$ cat src/common/sdc_pkg.sv
// Shared constants, command codes and types for the command and bank control link
package sdc_pkg;
    localparam int ADDR_W = 12;
    localparam int COL_W = 8;
    localparam int BANK_W = 2;
    localparam int NUM_BANKS = 4;
    localparam int DATA_W = 16;
    localparam int BYTE_W = 8;
    localparam int AP_BIT = 10;
    localparam int READ_LAT = 2;
    localparam int BURST_LEN = 1;
    localparam int CLK_PERIOD_NS = 25;
    localparam int PRECHARGE_PERIOD_NS = 20;
    localparam int ROW_CYCLE_PERIOD_NS = 70;
    localparam int REFRESH_COUNT = 4096;
    localparam int REFRESH_WINDOW_MS = 64;
    localparam int PRECHARGE_CYC =
        (PRECHARGE_PERIOD_NS + CLK_PERIOD_NS - 1) / CLK_PERIOD_NS;
    localparam int ROW_CYCLE_CYC =
        (ROW_CYCLE_PERIOD_NS + CLK_PERIOD_NS - 1) / CLK_PERIOD_NS;
    // Longest gap between refreshes, rounded down
    localparam int REFRESH_GAP_CYC =
        (REFRESH_WINDOW_MS * 1000000 / CLK_PERIOD_NS) / REFRESH_COUNT;
    localparam int RC_CNT_W = 16;
    localparam logic [2:0] CMD_NOP = 3'h7;
    localparam logic [2:0] CMD_ACT = 3'h3;
    localparam logic [2:0] CMD_RD = 3'h5;
    localparam logic [2:0] CMD_WR = 3'h4;
    localparam logic [2:0] CMD_BST = 3'h6;
    localparam logic [2:0] CMD_PRE = 3'h2;
    localparam logic [2:0] CMD_REF = 3'h1;
    localparam logic [2:0] CMD_MRS = 3'h0;
    typedef enum logic [1:0] {SDC_RUN, SDC_PDOWN, SDC_SUSPEND, SDC_SELFREF} sdc_power_e;
endpackage : sdc_pkg

$ cat src/common/sdc_if.sv
// Pin-level link between memory controller and memory device
`timescale 1ns/1ps
interface sdc_if;
    logic clkGate;
    logic chipSelN;
    logic rowStrobeN;
    logic colStrobeN;
    logic writeStrobeN;
    logic [sdc_pkg::BANK_W-1:0] bankSelect;
    logic [sdc_pkg::ADDR_W-1:0] addr;
    logic lowerByteMask;
    logic upperByteMask;
    logic [sdc_pkg::DATA_W-1:0] dqFromCtrl;
    logic [1:0] dqOeCtrl;
    logic [sdc_pkg::DATA_W-1:0] dqFromMem;
    logic [1:0] dqOeMem;
    modport device (input clkGate, chipSelN, rowStrobeN, colStrobeN, writeStrobeN,
        bankSelect, addr, lowerByteMask, upperByteMask, dqFromCtrl, dqOeCtrl,
        output dqFromMem, dqOeMem);
    modport ctrl (output clkGate, chipSelN, rowStrobeN, colStrobeN, writeStrobeN,
        bankSelect, addr, lowerByteMask, upperByteMask, dqFromCtrl, dqOeCtrl,
        input dqFromMem, dqOeMem);
endinterface : sdc_if

$ cat src/design/sdc_device.sv
// Memory device end: command decode, bank state, masked storage, refresh counter
// Operation
// - Activate takes whole address as row
// - Column from low bits, bit ten auto-precharge
// - Precharge bit ten high means all banks
// - Mode load takes address as opcode
// - Bank select picks target bank
// - Edge ignored while clock gate low
// - Gate low: power-down, suspend or self refresh
// - Inputs captured on rising clock edge
// - Chip select high: no command, hold state
// - Strobes decoded together form the command
// - Byte masks govern lower and upper bytes
// - Read mask acts two clocks later
// - Write mask sampled with data
// - Read from open row, optional auto close
// - Write to open row, optional auto close
// - Controller waits precharge period after precharge
// - Precharged bank idle, activate before access
// - Auto precharge per command only
// - Refresh uses internal counter, ignores address
// - Controller waits row cycle after refresh
// - Controller refreshes 4096 times per 64 ms
// - Strobe encodings as command table
// - Refresh with gate low enters self refresh
`timescale 1ns/1ps
module sdc_device #(
    parameter int DEPTH_W = 6
) (
    input wire logic clk,
    input wire logic rst,
    sdc_if.device link,
    output logic [sdc_pkg::ADDR_W-1:0] modeWord,
    output logic [sdc_pkg::NUM_BANKS-1:0] bankOpen,
    output logic [sdc_pkg::ADDR_W+sdc_pkg::BANK_W-1:0] refreshPtr,
    output logic selfRefresh
);
    localparam int DEPTH = 1 << DEPTH_W;
    localparam int IDX_FULL_W = sdc_pkg::ADDR_W + sdc_pkg::BANK_W + sdc_pkg::COL_W;
    typedef struct packed {
        logic gatePrev;
        sdc_pkg::sdc_power_e power;
        logic [sdc_pkg::NUM_BANKS-1:0] open;
        logic [sdc_pkg::NUM_BANKS-1:0][sdc_pkg::ADDR_W-1:0] row;
        logic [sdc_pkg::ADDR_W-1:0] mode;
        logic [sdc_pkg::ADDR_W+sdc_pkg::BANK_W-1:0] refPtr;
        logic [sdc_pkg::READ_LAT-1:0][1:0] maskPipe;
        logic [sdc_pkg::READ_LAT-1:0] rdPipe;
        logic [sdc_pkg::READ_LAT-1:0][DEPTH_W-1:0] idxPipe;
        logic [sdc_pkg::DATA_W-1:0] dqOut;
        logic [1:0] dqOe;
    } sdc_dev_s;
    sdc_dev_s state_reg;
    sdc_dev_s state_next;
    // One array per byte lane, so each lane has a single writer
    logic [sdc_pkg::BYTE_W-1:0] mem [2][DEPTH];
    logic edgeValid;
    logic [2:0] cmd;
    logic [sdc_pkg::BANK_W-1:0] bank;
    logic [DEPTH_W-1:0] wrIdx;
    logic doWrite;
    logic [1:0] wrMask;

    // Row folded onto column: low columns of one row never collide; others may alias
    function automatic logic [DEPTH_W-1:0] sdc_index(
        input logic [sdc_pkg::BANK_W-1:0] b,
        input logic [sdc_pkg::ADDR_W-1:0] r,
        input logic [sdc_pkg::COL_W-1:0] c
    );
        logic [IDX_FULL_W-1:0] full;
        full = {r, b, c};
        return full[DEPTH_W-1:0] ^ full[IDX_FULL_W-1 -: DEPTH_W];
    endfunction : sdc_index

    always_comb
    begin
        state_next = state_reg;
        // Gate sampled at the edge; a clocked model cannot stop its own clock
        edgeValid = link.clkGate && state_reg.gatePrev;
        cmd = {link.rowStrobeN, link.colStrobeN, link.writeStrobeN};
        bank = link.bankSelect;
        wrIdx = sdc_index(bank, state_reg.row[bank], link.addr[sdc_pkg::COL_W-1:0]);
        doWrite = 1'b0;
        wrMask = {link.upperByteMask, link.lowerByteMask};
        state_next.gatePrev = link.clkGate;
        // Read pipeline: data and mask both two clocks after capture
        state_next.maskPipe = {state_reg.maskPipe[0], wrMask};
        state_next.rdPipe = {state_reg.rdPipe[0], 1'b0};
        state_next.idxPipe = {state_reg.idxPipe[0], wrIdx};
        state_next.dqOut = {mem[1][state_reg.idxPipe[sdc_pkg::READ_LAT-1]],
            mem[0][state_reg.idxPipe[sdc_pkg::READ_LAT-1]]};
        state_next.dqOe = state_reg.rdPipe[sdc_pkg::READ_LAT-1] ?
            ~state_reg.maskPipe[sdc_pkg::READ_LAT-1] : 2'h0;
        if (state_reg.gatePrev && !link.clkGate)
        begin
            // Falling gate picks the low-power state from current activity
            if (!link.chipSelN && cmd == sdc_pkg::CMD_REF && state_reg.open == '0)
            begin
                state_next.power = sdc_pkg::SDC_SELFREF;
            end
            else if (state_reg.open == '0)
            begin
                state_next.power = sdc_pkg::SDC_PDOWN;
            end
            else
            begin
                state_next.power = sdc_pkg::SDC_SUSPEND;
            end
        end
        else if (link.clkGate)
        begin
            state_next.power = sdc_pkg::SDC_RUN;
        end
        if (state_reg.power == sdc_pkg::SDC_SELFREF)
        begin
            state_next.refPtr = state_reg.refPtr + 1'b1;
        end
        if (edgeValid && !link.chipSelN)
        begin
            unique case (cmd)
                sdc_pkg::CMD_ACT:
                begin
                    state_next.open[bank] = 1'b1;
                    state_next.row[bank] = link.addr;
                end
                sdc_pkg::CMD_RD:
                begin
                    if (state_reg.open[bank])
                    begin
                        state_next.rdPipe[0] = 1'b1;
                        // Burst of one: bit ten set closes the bank right after this access
                        state_next.open[bank] = !link.addr[sdc_pkg::AP_BIT];
                    end
                end
                sdc_pkg::CMD_WR:
                begin
                    if (state_reg.open[bank])
                    begin
                        doWrite = 1'b1;
                        state_next.open[bank] = !link.addr[sdc_pkg::AP_BIT];
                    end
                end
                sdc_pkg::CMD_PRE:
                begin
                    if (link.addr[sdc_pkg::AP_BIT])
                    begin
                        state_next.open = '0;
                    end
                    else
                    begin
                        state_next.open[bank] = 1'b0;
                    end
                end
                sdc_pkg::CMD_REF:
                begin
                    state_next.refPtr = state_reg.refPtr + 1'b1;
                end
                sdc_pkg::CMD_MRS:
                begin
                    state_next.mode = link.addr;
                end
                sdc_pkg::CMD_NOP, sdc_pkg::CMD_BST:
                begin
                end
            endcase
        end
    end

    always_ff @(posedge clk)
    begin
        if (rst)
        begin
            state_reg <= '0;
        end
        else
        begin
            state_reg <= state_next;
        end
    end

    // Storage kept out of the state struct; byte lanes written separately
    genvar g;
    generate
        for (g = 0; g < 2; g++)
        begin : gLane
            always_ff @(posedge clk)
            begin
                if (doWrite && !wrMask[g])
                begin
                    mem[g][wrIdx] <= link.dqFromCtrl[g*sdc_pkg::BYTE_W +: sdc_pkg::BYTE_W];
                end
            end
        end
    endgenerate

    assign link.dqFromMem = state_reg.dqOut;
    assign link.dqOeMem = state_reg.dqOe;
    assign modeWord = state_reg.mode;
    assign bankOpen = state_reg.open;
    assign refreshPtr = state_reg.refPtr;
    assign selfRefresh = state_reg.power == sdc_pkg::SDC_SELFREF;
endmodule : sdc_device

$ cat src/flat_wrapper.sv
// flat-port wrapper written by rule: the top's interface ports become plain ports
module sdc_device_flat 
#(
    parameter int DEPTH_W = 6
)
  (clk, rst, modeWord, bankOpen, refreshPtr, selfRefresh, link_clkGate, link_chipSelN, link_rowStrobeN, link_colStrobeN, link_writeStrobeN, link_bankSelect, link_addr, link_lowerByteMask, link_upperByteMask, link_dqFromCtrl, link_dqOeCtrl, link_dqFromMem, link_dqOeMem);
  sdc_if link_i ();
  input wire logic clk;
  input wire logic rst;
  output logic [sdc_pkg::ADDR_W-1:0] modeWord;
  output logic [sdc_pkg::NUM_BANKS-1:0] bankOpen;
  output logic [sdc_pkg::ADDR_W+sdc_pkg::BANK_W-1:0] refreshPtr;
  output logic selfRefresh;
  input wire logic [$bits(link_i.clkGate)-1:0] link_clkGate;
  input wire logic [$bits(link_i.chipSelN)-1:0] link_chipSelN;
  input wire logic [$bits(link_i.rowStrobeN)-1:0] link_rowStrobeN;
  input wire logic [$bits(link_i.colStrobeN)-1:0] link_colStrobeN;
  input wire logic [$bits(link_i.writeStrobeN)-1:0] link_writeStrobeN;
  input wire logic [$bits(link_i.bankSelect)-1:0] link_bankSelect;
  input wire logic [$bits(link_i.addr)-1:0] link_addr;
  input wire logic [$bits(link_i.lowerByteMask)-1:0] link_lowerByteMask;
  input wire logic [$bits(link_i.upperByteMask)-1:0] link_upperByteMask;
  input wire logic [$bits(link_i.dqFromCtrl)-1:0] link_dqFromCtrl;
  input wire logic [$bits(link_i.dqOeCtrl)-1:0] link_dqOeCtrl;
  output wire logic [$bits(link_i.dqFromMem)-1:0] link_dqFromMem;
  output wire logic [$bits(link_i.dqOeMem)-1:0] link_dqOeMem;
  assign link_i.clkGate = link_clkGate;
  assign link_i.chipSelN = link_chipSelN;
  assign link_i.rowStrobeN = link_rowStrobeN;
  assign link_i.colStrobeN = link_colStrobeN;
  assign link_i.writeStrobeN = link_writeStrobeN;
  assign link_i.bankSelect = link_bankSelect;
  assign link_i.addr = link_addr;
  assign link_i.lowerByteMask = link_lowerByteMask;
  assign link_i.upperByteMask = link_upperByteMask;
  assign link_i.dqFromCtrl = link_dqFromCtrl;
  assign link_i.dqOeCtrl = link_dqOeCtrl;
  assign link_dqFromMem = link_i.dqFromMem;
  assign link_dqOeMem = link_i.dqOeMem;
  sdc_device #(.DEPTH_W(DEPTH_W)) u_core (.clk(clk), .rst(rst), .link(link_i), .modeWord(modeWord), .bankOpen(bankOpen), .refreshPtr(refreshPtr), .selfRefresh(selfRefresh));
endmodule
$ cat config.mk
export PLATFORM = sky130hd
export DESIGN_NAME = sdc_device_flat
export DESIGN_NICKNAME = d
export VERILOG_FILES = /design/src/common/sdc_pkg.sv /design/src/common/sdc_if.sv /design/src/design/sdc_device.sv /design/src/flat_wrapper.sv
export SDC_FILE = /design/constraint.sdc
export NUM_CORES = 1
export LEC_CHECK = 0
export BUFFER_PORTS_ARGS = -buffer_cell sky130_fd_sc_hd__buf_2
export CAP_MARGIN = 25
export CORE_MARGIN = 3
export CORE_UTILIZATION = 47
export CTS_CLUSTER_DIAMETER = 120
export DETAILED_ROUTE_END_ITERATION = 8
export SLEW_MARGIN = 10
export SYNTH_ARGS = -nofsm -noshare
export SYNTH_HDL_FRONTEND = slang
export SYNTH_SLANG_ARGS = --single-unit
$ cat constraint.sdc
create_clock -name clk -period 8.9 [get_ports clk]
set_clock_uncertainty 0.1 [all_clocks]
set_input_delay 2.67 -clock clk [delete_from_list [all_inputs] [get_ports clk]]
set_output_delay 2.67 -clock clk [all_outputs]
set_load 0.03 [all_outputs]
# After elaboration in Yosys (flattened, before gate mapping)
# Memories as Yosys holds them, arrays and structs flattened.
# Index checks and enable logic that the tools add are counted.
# W data, S select, Z words.
dict set report word_totals {
  register_bits 117
  latch_bits 0
  ramBits 1024
  mem_bits_ro 0
  inputBits 41
  out_inout_bits 49
  mem_count 1
}
dict set report op_classes {
  add_sub_neg 1
  mul 0
  div 0
  order_cmp 5
  eq_ne 7
  shift 0
  n_mux 35
  n_bitwise 10
  reduce_logical 24
}
# memory words word_bits rd rd_ports_with_merged_regs wr line_no
set memory_table {}
lappend memory_table {u_core.mem 2 512 2 0 2 sdc_device.sv:56} ;# logic [sdc_pkg::BYTE_W-1:0] mem [2][DEPTH];
# cell n
set ops {}
lappend ops {{$mux W512} 2}
lappend ops {{$bmux W8 S6} 2}
lappend ops {{$bwmux W48} 1}
lappend ops {{$demux W8 S6} 1}
lappend ops {{$mux W14} 3}
lappend ops {{$mux W8} 5}
lappend ops {{$bmux W12 S2} 1}
lappend ops {{$demux W12 S2} 1}
lappend ops {{$mux W12} 2}
lappend ops {{$add A14 B1 Y14 const B} 1}
lappend ops {{$ge A7 B7 Y1 const B} 2}
lappend ops {{$not A6 Y7} 2}
lappend ops {{$pmux W4 S3} 1}
lappend ops {{$logic_and A1 B1 Y1} 9}
lappend ops {{$mux W2} 4}
lappend ops {{$mux W4} 2}
lappend ops {{$lt A7 B1 Y1 const B} 1}
lappend ops {{$mux W1} 7}
lappend ops {{$eq A3 B2 Y1 const B} 2}
lappend ops {{$eq A3 B3 Y1 const B} 2}
lappend ops {{$xor A6 B6 Y6} 1}
lappend ops {{$logic_not A1 Y1} 5}
lappend ops {{$and A4 B4 Y4} 1}
lappend ops {{$bwmux W4} 1}
lappend ops {{19 further kinds} 23}

# Logic depth before layout (Yosys ltp)
# Gate-level depths: netlist of run 1.
dict set report depth {
  depth_word 9
  ltp_mapped 10
  depth_no_buf 7
}

# Worst setup path before layout of run 1
# OpenSTA, ideal clock, no wires.
dict set report synth_timing {
  path_type {input port to flip-flop}
  start {in link_bankSelect[0]}
  end {mem u_core.mem[0][536] in the netlist's numbering, enable pin}
  t_arrival_ps 4686
  path_slack_ps 3744
  path_stages 7
  n_path_buf 2
  path_cell_list {buf_4 > mux4_2 > xor2_1 > nand3_2 > nand2b_1 > clkbuf_1 > nor2_1}
}
# element line_no
set synth_lines {}
lappend synth_lines {{start, declared} flat_wrapper.sv:19} ;# input wire logic [$bits(link_i.bankSelect)-1:0] link_bankSelect;
lappend synth_lines {{end, declared} sdc_device.sv:56}

==> flow_summary.json, run 1 <==
{
  "status": "finished clean",
  "start_kind": "primary input",
  "instances_no_fill": 3661,
  "critical_path.cell_chain": "buf_2 > mux4_2 > xnor2_2 > nor2_1 > nand3_1 > nor2_1",
  "cp-endpoint": "u_core.mem[0][421]",
  "critPathCaptureType": "register",
  "dpl.cell_count": 3446,
  "relSlewSlack_pct": 28.04,
  "area_growth_pct": 12.18,
  "multi_input_area_sq_um": 9983,
  "die_h_um": 310.4,
  "yosysTopAreaCell": "edfxtp_1",
  "final_util_pct": 53.22,
  "synth_cells": 2244,
  "hold_viol": 0,
  "post_drt_via_cell_ratio": 5.856,
  "rrSetupSlack_ns": 4.85,
  "yosysWarnings": 0,
  "cap_violations": 0,
  "setup_violations": 0,
  "nNetsFinal": 2362,
  "period_minus_slack_ns": 5.919,
  "initial_utilization_pct": 47.44,
  "synth_area_sq_um": 43550,
  "drive_above_1_share_pct": 24.34,
  "ir_worst_vdd_v": 0.0001947,
  "layout_common_cells": "edfxtp_1, mux4_2, nor2_1, clkbuf_16, mux2i_1",
  "rows": 111,
  "synth_top_area_share_pct": 70.61,
  "synthArstFlopShare_pct": 0,
  "synth_area_per_cell_sq_um": 19.41,
  "rsz0062_at_grt": "no",
  "drtIter0Drc": 2136,
  "synthTopCellsByArea": "edfxtp_1, mux4_2, dfxtp_1, mux2i_1, nor2_1",
  "final_common_cell": "edfxtp_1",
  "reg2reg_depth": 7,
  "period_share_pct": 66.51,
  "path_common_cell": "nor2_1",
  "gp_congestion": 0.8021,
  "cp-startpoint": "link_bankSelect[0]",
  "timing.rr.end": "u_core.link.dqFromMem[6]",
  "clk_latency_ns": 0.68,
  "port-buffer-count": 87,
  "placed_cell_area_sq_um": 44960,
  "cts_hold_buf": 0,
  "largest_register_ffs": 1024,
  "htreeDepth": 3,
  "final_max_slew_viol_count": 0,
  "vias": 21440,
  "dp_hpwl_um": 61490,
  "syn_nets": 2287,
  "ctsLongestPathBuffers": 3,
  "synth-edff-count": 1024,
  "seqCellArea_sq_um": 32620,
  "worst_slack_ns": 2.981,
  "ys.flop_type": "edfxtp_1",
  "n_fill_cell": 7164,
  "cp_max_fo": 14,
  "cp_slowest_cell": "nor2_1",
  "root_buffer": "clkbuf_16",
  "cts_tree": "yes",
  "worst_pin_slew_ns": 1.077,
  "grt_pass1_wl_um": 149400,
  "min_path_type": "reg2reg",
  "pre_cts_ws_ns": 2.366,
  "ioPinCount": 90,
  "totalPowerFinal_mw": 11.04,
  "arrival_ns": 6.11,
  "fmax_ghz": 0.1689,
  "stdcell_area_sq_um": 48850,
  "yosys.cell_types.count": 55,
  "critPathRequiredTime_ns": 9.09,
  "holdWs_ns": 0.2890,
  "power-per-cell-area_nw_per_um2": 225.9,
  "cts_num_sinks": 1117,
  "dieArea_sq_um": 96350,
  "setup_tns_ns": 0,
  "regToRegStartpoint": "u_core.state_reg[24]",
  "critPathKind": "in2reg",
  "ant_nets": 0,
  "core_area_sq_um": 91800,
  "ys_ff_latch": 1117,
  "first_pass_iters": 5,
  "critPathMaxStageDelay_ns": 0.99,
  "grt_pass1_vias": 22030,
  "path_clk_slew_ns": 0.06,
  "grt_max_degree": 91,
  "routed_wl_um": 102000,
  "post_cts_buffers": 0,
  "drc_errors": 0,
  "die_w_um": 310.4,
  "cts_resized": 0,
  "p_leak_nw": 15.21,
  "wl_per_cell_um": 27.87,
  "antenna_found_initial": 0,
  "grt-ovfl-total": 0,
  "cts_made_buffers": 112,
  "grt_usage_pct": 21.43,
  "yosysSeqAreaShare_pct": 74.89
}
## cells by family after synthesis
group	after synthesis	share of synthesized area [%]
simple gates	401	4.226
buf+inv	173	2.230
fa+ha+maj	6	0.1494
compound gates	166	2.632
xor+xnor	21	0.5689
mux	360	15.31
flops	1117	74.89
## worst min path at each step
stage / from / endpoint / slack (ns) / cells past startpoint
after global placement: u_core.state_reg[35] / u_core.link.dqOeMem[1] / 0.28 / 1
after detailed placement: u_core.state_reg[34] / u_core.link.dqOeMem[0] / 0.28 / 1
after floorplan: u_core.state_reg[34] / u_core.link.dqOeMem[0] / 0.27 / 1
after global routing: u_core.state_reg[35] / u_core.link.dqOeMem[1] / 0.31 / 1
final: u_core.state_reg[34] / u_core.link.dqOeMem[0] / 0.29 / 1
after CTS: u_core.state_reg[34] / u_core.link.dqOeMem[0] / 0.30 / 1
## layer usage
metal,up-vias,share of wire (%),global-route usage (%)
met5,-,0,0
met4,0,2.8,6.391
met3,163,6.5,3.866
met2,802,49,35.30
met1,11290,41,29.53
li1,9181,-,-
## Yosys cell counts (8+ instances only)
| master | number |
|---|---|
| a211oi_1 | 18 |
| a21oi_1 | 18 |
| a221oi_1 | 15 |
| a31oi_1 | 8 |
| and2_1 | 11 |
| buf_1 | 11 |
| buf_2 | 26 |
| buf_4 | 63 |
| clkbuf_1 | 57 |
| dfxtp_1 | 93 |
| edfxtp_1 | 1024 |
| inv_1 | 8 |
| mux2_2 | 18 |
| mux2i_1 | 99 |
| mux4_2 | 243 |
| nand2_1 | 65 |
| nand2b_1 | 15 |
| nand3_1 | 36 |
| nand3_2 | 10 |
| nor2_1 | 205 |
| nor2b_1 | 22 |
| nor3_1 | 8 |
| o21ai_0 | 29 |
| o22ai_1 | 35 |
| xor2_1 | 13 |
## worst max-delay path, delay by kind of cell
kind | cells | cell delay [ns]
simple gates | 3 | 2.16
buf+inv | 1 | 0.35
mux | 1 | 0.61
xor+xnor | 1 | 0.30
## cell type report
type	count	area share [%]
antenna	2	0.01024
clock buffer	131	6.032
clock inverter	80	1.854
inverter	9	0.06915
multi-input combinational	954	20.44
sequential	1117	66.78
tap	1243	3.184
timing repair buffer	125	1.637
## power breakdown
group          internal, mW  switching, mW
combinational         0.137          0.279
sequential             5.73         0.0124
clock                  2.92           1.96
Power figures use the tool's default switching activity.
==> run 2: changes to the inputs <==
PLACE_DENSITY = 0.65   (was unset)
clock period = 5.1 ns   (was 8.9 ns; I/O delays follow)
==> run 2 against run 1 <==
Against the previous run:
- die area stayed put
- largest cell class unchanged
- final area is 2.3% higher
- critical path depth is 1 higher
- count of clock-buffer cells in the layout is 14 higher
- core utilization is 1.2 points higher
- largest power group unchanged
- final cell count is 4.6% higher
- global-route usage is 0.18 points lower
- sequential cell count stayed put
- clock power is 62% higher
- combinational power is 77% higher
==> flow_summary.json, run 2 (same netlist as run 1, synthesis figures left out) <==
{
  "p_int_mw": 14.81,
  "seqCellArea_sq_um": 32620,
  "cts_num_sinks": 1117,
  "drtIter0Drc": 2410,
  "die_h_um": 310.4,
  "initial_utilization_pct": 47.44,
  "reg2reg_depth": 5,
  "period_share_pct": 78.42,
  "power-per-cell-area_nw_per_um2": 373.8,
  "drc_errors": 0,
  "core_area_sq_um": 91800,
  "dp_hpwl_um": 64270,
  "grt_max_degree": 78,
  "ctsLongestPathBuffers": 3,
  "post_cts_buffers": 0,
  "rows": 111,
  "grt-ovfl-total": 0,
  "rrSetupSlack_ns": 1.84,
  "relSlewSlack_pct": 30.01,
  "critical_path.cell_chain": "buf_2 > mux4_2 > xor2_1 > nand3_2 > nand2b_1 > nor2_1 > buf_4",
  "critPathMaxStageDelay_ns": 0.62,
  "n_fill_cell": 7045,
  "placed_cell_area_sq_um": 46330,
  "setup_tns_ns": 0,
  "cap_violations": 0,
  "cts_tree": "yes",
  "htreeDepth": 3,
  "regToRegStartpoint": "u_core.state_reg[28]",
  "period_minus_slack_ns": 3.999,
  "ant_nets": 0,
  "start_kind": "primary input",
  "post_drt_via_cell_ratio": 5.758,
  "layout_common_cells": "edfxtp_1, mux4_2, nor2_1, buf_4, clkbuf_16",
  "switching_share_pct": 20.77,
  "rsz0062_at_grt": "no",
  "ir_worst_vdd_v": 0.0002853,
  "whs_endpoint": "u_core.link.dqOeMem[1]",
  "multi_input_area_sq_um": 9976,
  "arrival_ns": 4.27,
  "switchingPower_mw": 3.881,
  "whs_path_depth": 1,
  "final_common_cell": "edfxtp_1",
  "critPathCaptureType": "register",
  "cts_hold_buf": 0,
  "routed_wl_um": 100900,
  "gp_congestion": 0.7933,
  "timing.rr.end": "u_core.link.dqFromMem[6]",
  "grt_pass1_vias": 22580,
  "cp_num_buf_inv": 2,
  "setup_violations": 0,
  "fmax_ghz": 0.2501,
  "die_w_um": 310.4,
  "critPathRequiredTime_ns": 5.37,
  "area_growth_pct": 14.80,
  "grt_usage_pct": 21.25,
  "path_clk_slew_ns": 0.06,
  "drive_above_1_share_pct": 29.35,
  "wl_per_cell_um": 26.35,
  "n_antenna_cell": 0,
  "hold_viol": 0,
  "status": "finished clean",
  "power.clock.fraction_pct": 42.4,
  "nNetsFinal": 2535,
  "critPathKind": "in2reg",
  "p_seq_share_pct": 53.7,
  "vias": 22050,
  "stdcell_area_sq_um": 49990,
  "root_buffer": "clkbuf_16",
  "cts_made_buffers": 111,
  "largest_register_ffs": 1024,
  "hold_start": "u_core.state_reg[35]",
  "clk_latency_ns": 0.68,
  "ioPinCount": 90,
  "pwr-share-comb_pct": 3.9,
  "dieArea_sq_um": 96350,
  "cts_resized": 0,
  "min_path_type": "reg2reg",
  "antenna_found_initial": 2,
  "p_leak_nw": 16.04,
  "final_max_slew_viol_count": 0,
  "critPathTopFamily": "simple AND/OR/NAND/NOR gates",
  "first_pass_iters": 6,
  "cp_max_fo": 14,
  "grt_pass1_wl_um": 149800,
  "cp_slowest_cell": "mux4_2",
  "worst_pin_slew_ns": 1.050,
  "port-buffer-count": 87
}
## run 2: cell types whose count changed in the layout (fill, tap and decap cells not counted), moves of 5 or more
cell        delta
buf_4        +166
clkinvlp_4     +5
clkbuf_8       +5
buf_12         +9
clkbuf_1       +6
clkinv_1       -7
bufinv_16     -14
## run 2: stage by stage
| stage | power (mW) | hold slack, ns | std cells | util (%) | worst slack [ns] |
|---|---|---|---|---|---|
| final | 18.69 | 0.2889 | 3829 | 54.46 | 1.101 |
| after floorplan | 10.61 | 0.2682 | 2244 | - | 1.084 |
| after global placement | 10.93 | 0.2860 | 3611 | 50.31 | 0.5006 |
| after CTS | 18.83 | 0.2982 | 3825 | 54.37 | 1.181 |
| after global routing | 19.25 | 0.3017 | 3829 | 54.46 | 0.9746 |
| after detailed placement | 10.96 | 0.2895 | 3618 | 50.47 | 0.4660 |
## run 2: power by group through the flow
| stage | sequential (mW) | combinational, mW | clock, mW |
|---|---|---|---|
| 2_1_floorplan | 10.2 | 0.411 | 0 |
| 3_3_place_gp | 10.2 | 0.701 | 0 |
| 3_5_place_dp | 10.2 | 0.734 | 0 |
| 4_1_cts | 10.0 | 0.736 | 8.07 |
| 5_1_grt | 10.0 | 0.783 | 8.44 |
| 6_report | 10.0 | 0.736 | 7.92 |
## run 2: layout make-up
cell class / count / share of cell area, %
multi-input combinational: 954 / 19.95
tap: 1243 / 3.111
timing repair buffer: 299 / 4.445
clock buffer: 145 / 6.227
clock inverter: 62 / 0.9410
sequential: 1117 / 65.26
inverter: 9 / 0.06757
## run 2: metal layers
| layer | part of all wire, % | vias up | track usage (%) |
|---|---|---|---|
| met5 | 0.016 | - | 0 |
| met4 | 2.8 | 2 | 6.347 |
| met3 | 6.2 | 169 | 3.696 |
| met2 | 50 | 811 | 35.21 |
| met1 | 41 | 11540 | 29.19 |
| li1 | - | 9523 | - |
## run 2: worst max-delay path by stage
stage                                  start                  to  slack [ns]  cells after the start
final                     link_bankSelect[0]  u_core.mem[0][825]        1.10                      7
after global routing      link_bankSelect[0]  u_core.mem[0][793]        0.97                      7
after CTS                 link_bankSelect[0]  u_core.mem[0][647]        1.18                      7
after detailed placement  link_bankSelect[0]  u_core.mem[0][647]        0.47                      7
after global placement    link_bankSelect[0]  u_core.mem[0][647]        0.50                      7
after floorplan           link_bankSelect[0]  u_core.mem[0][536]        1.08                      7
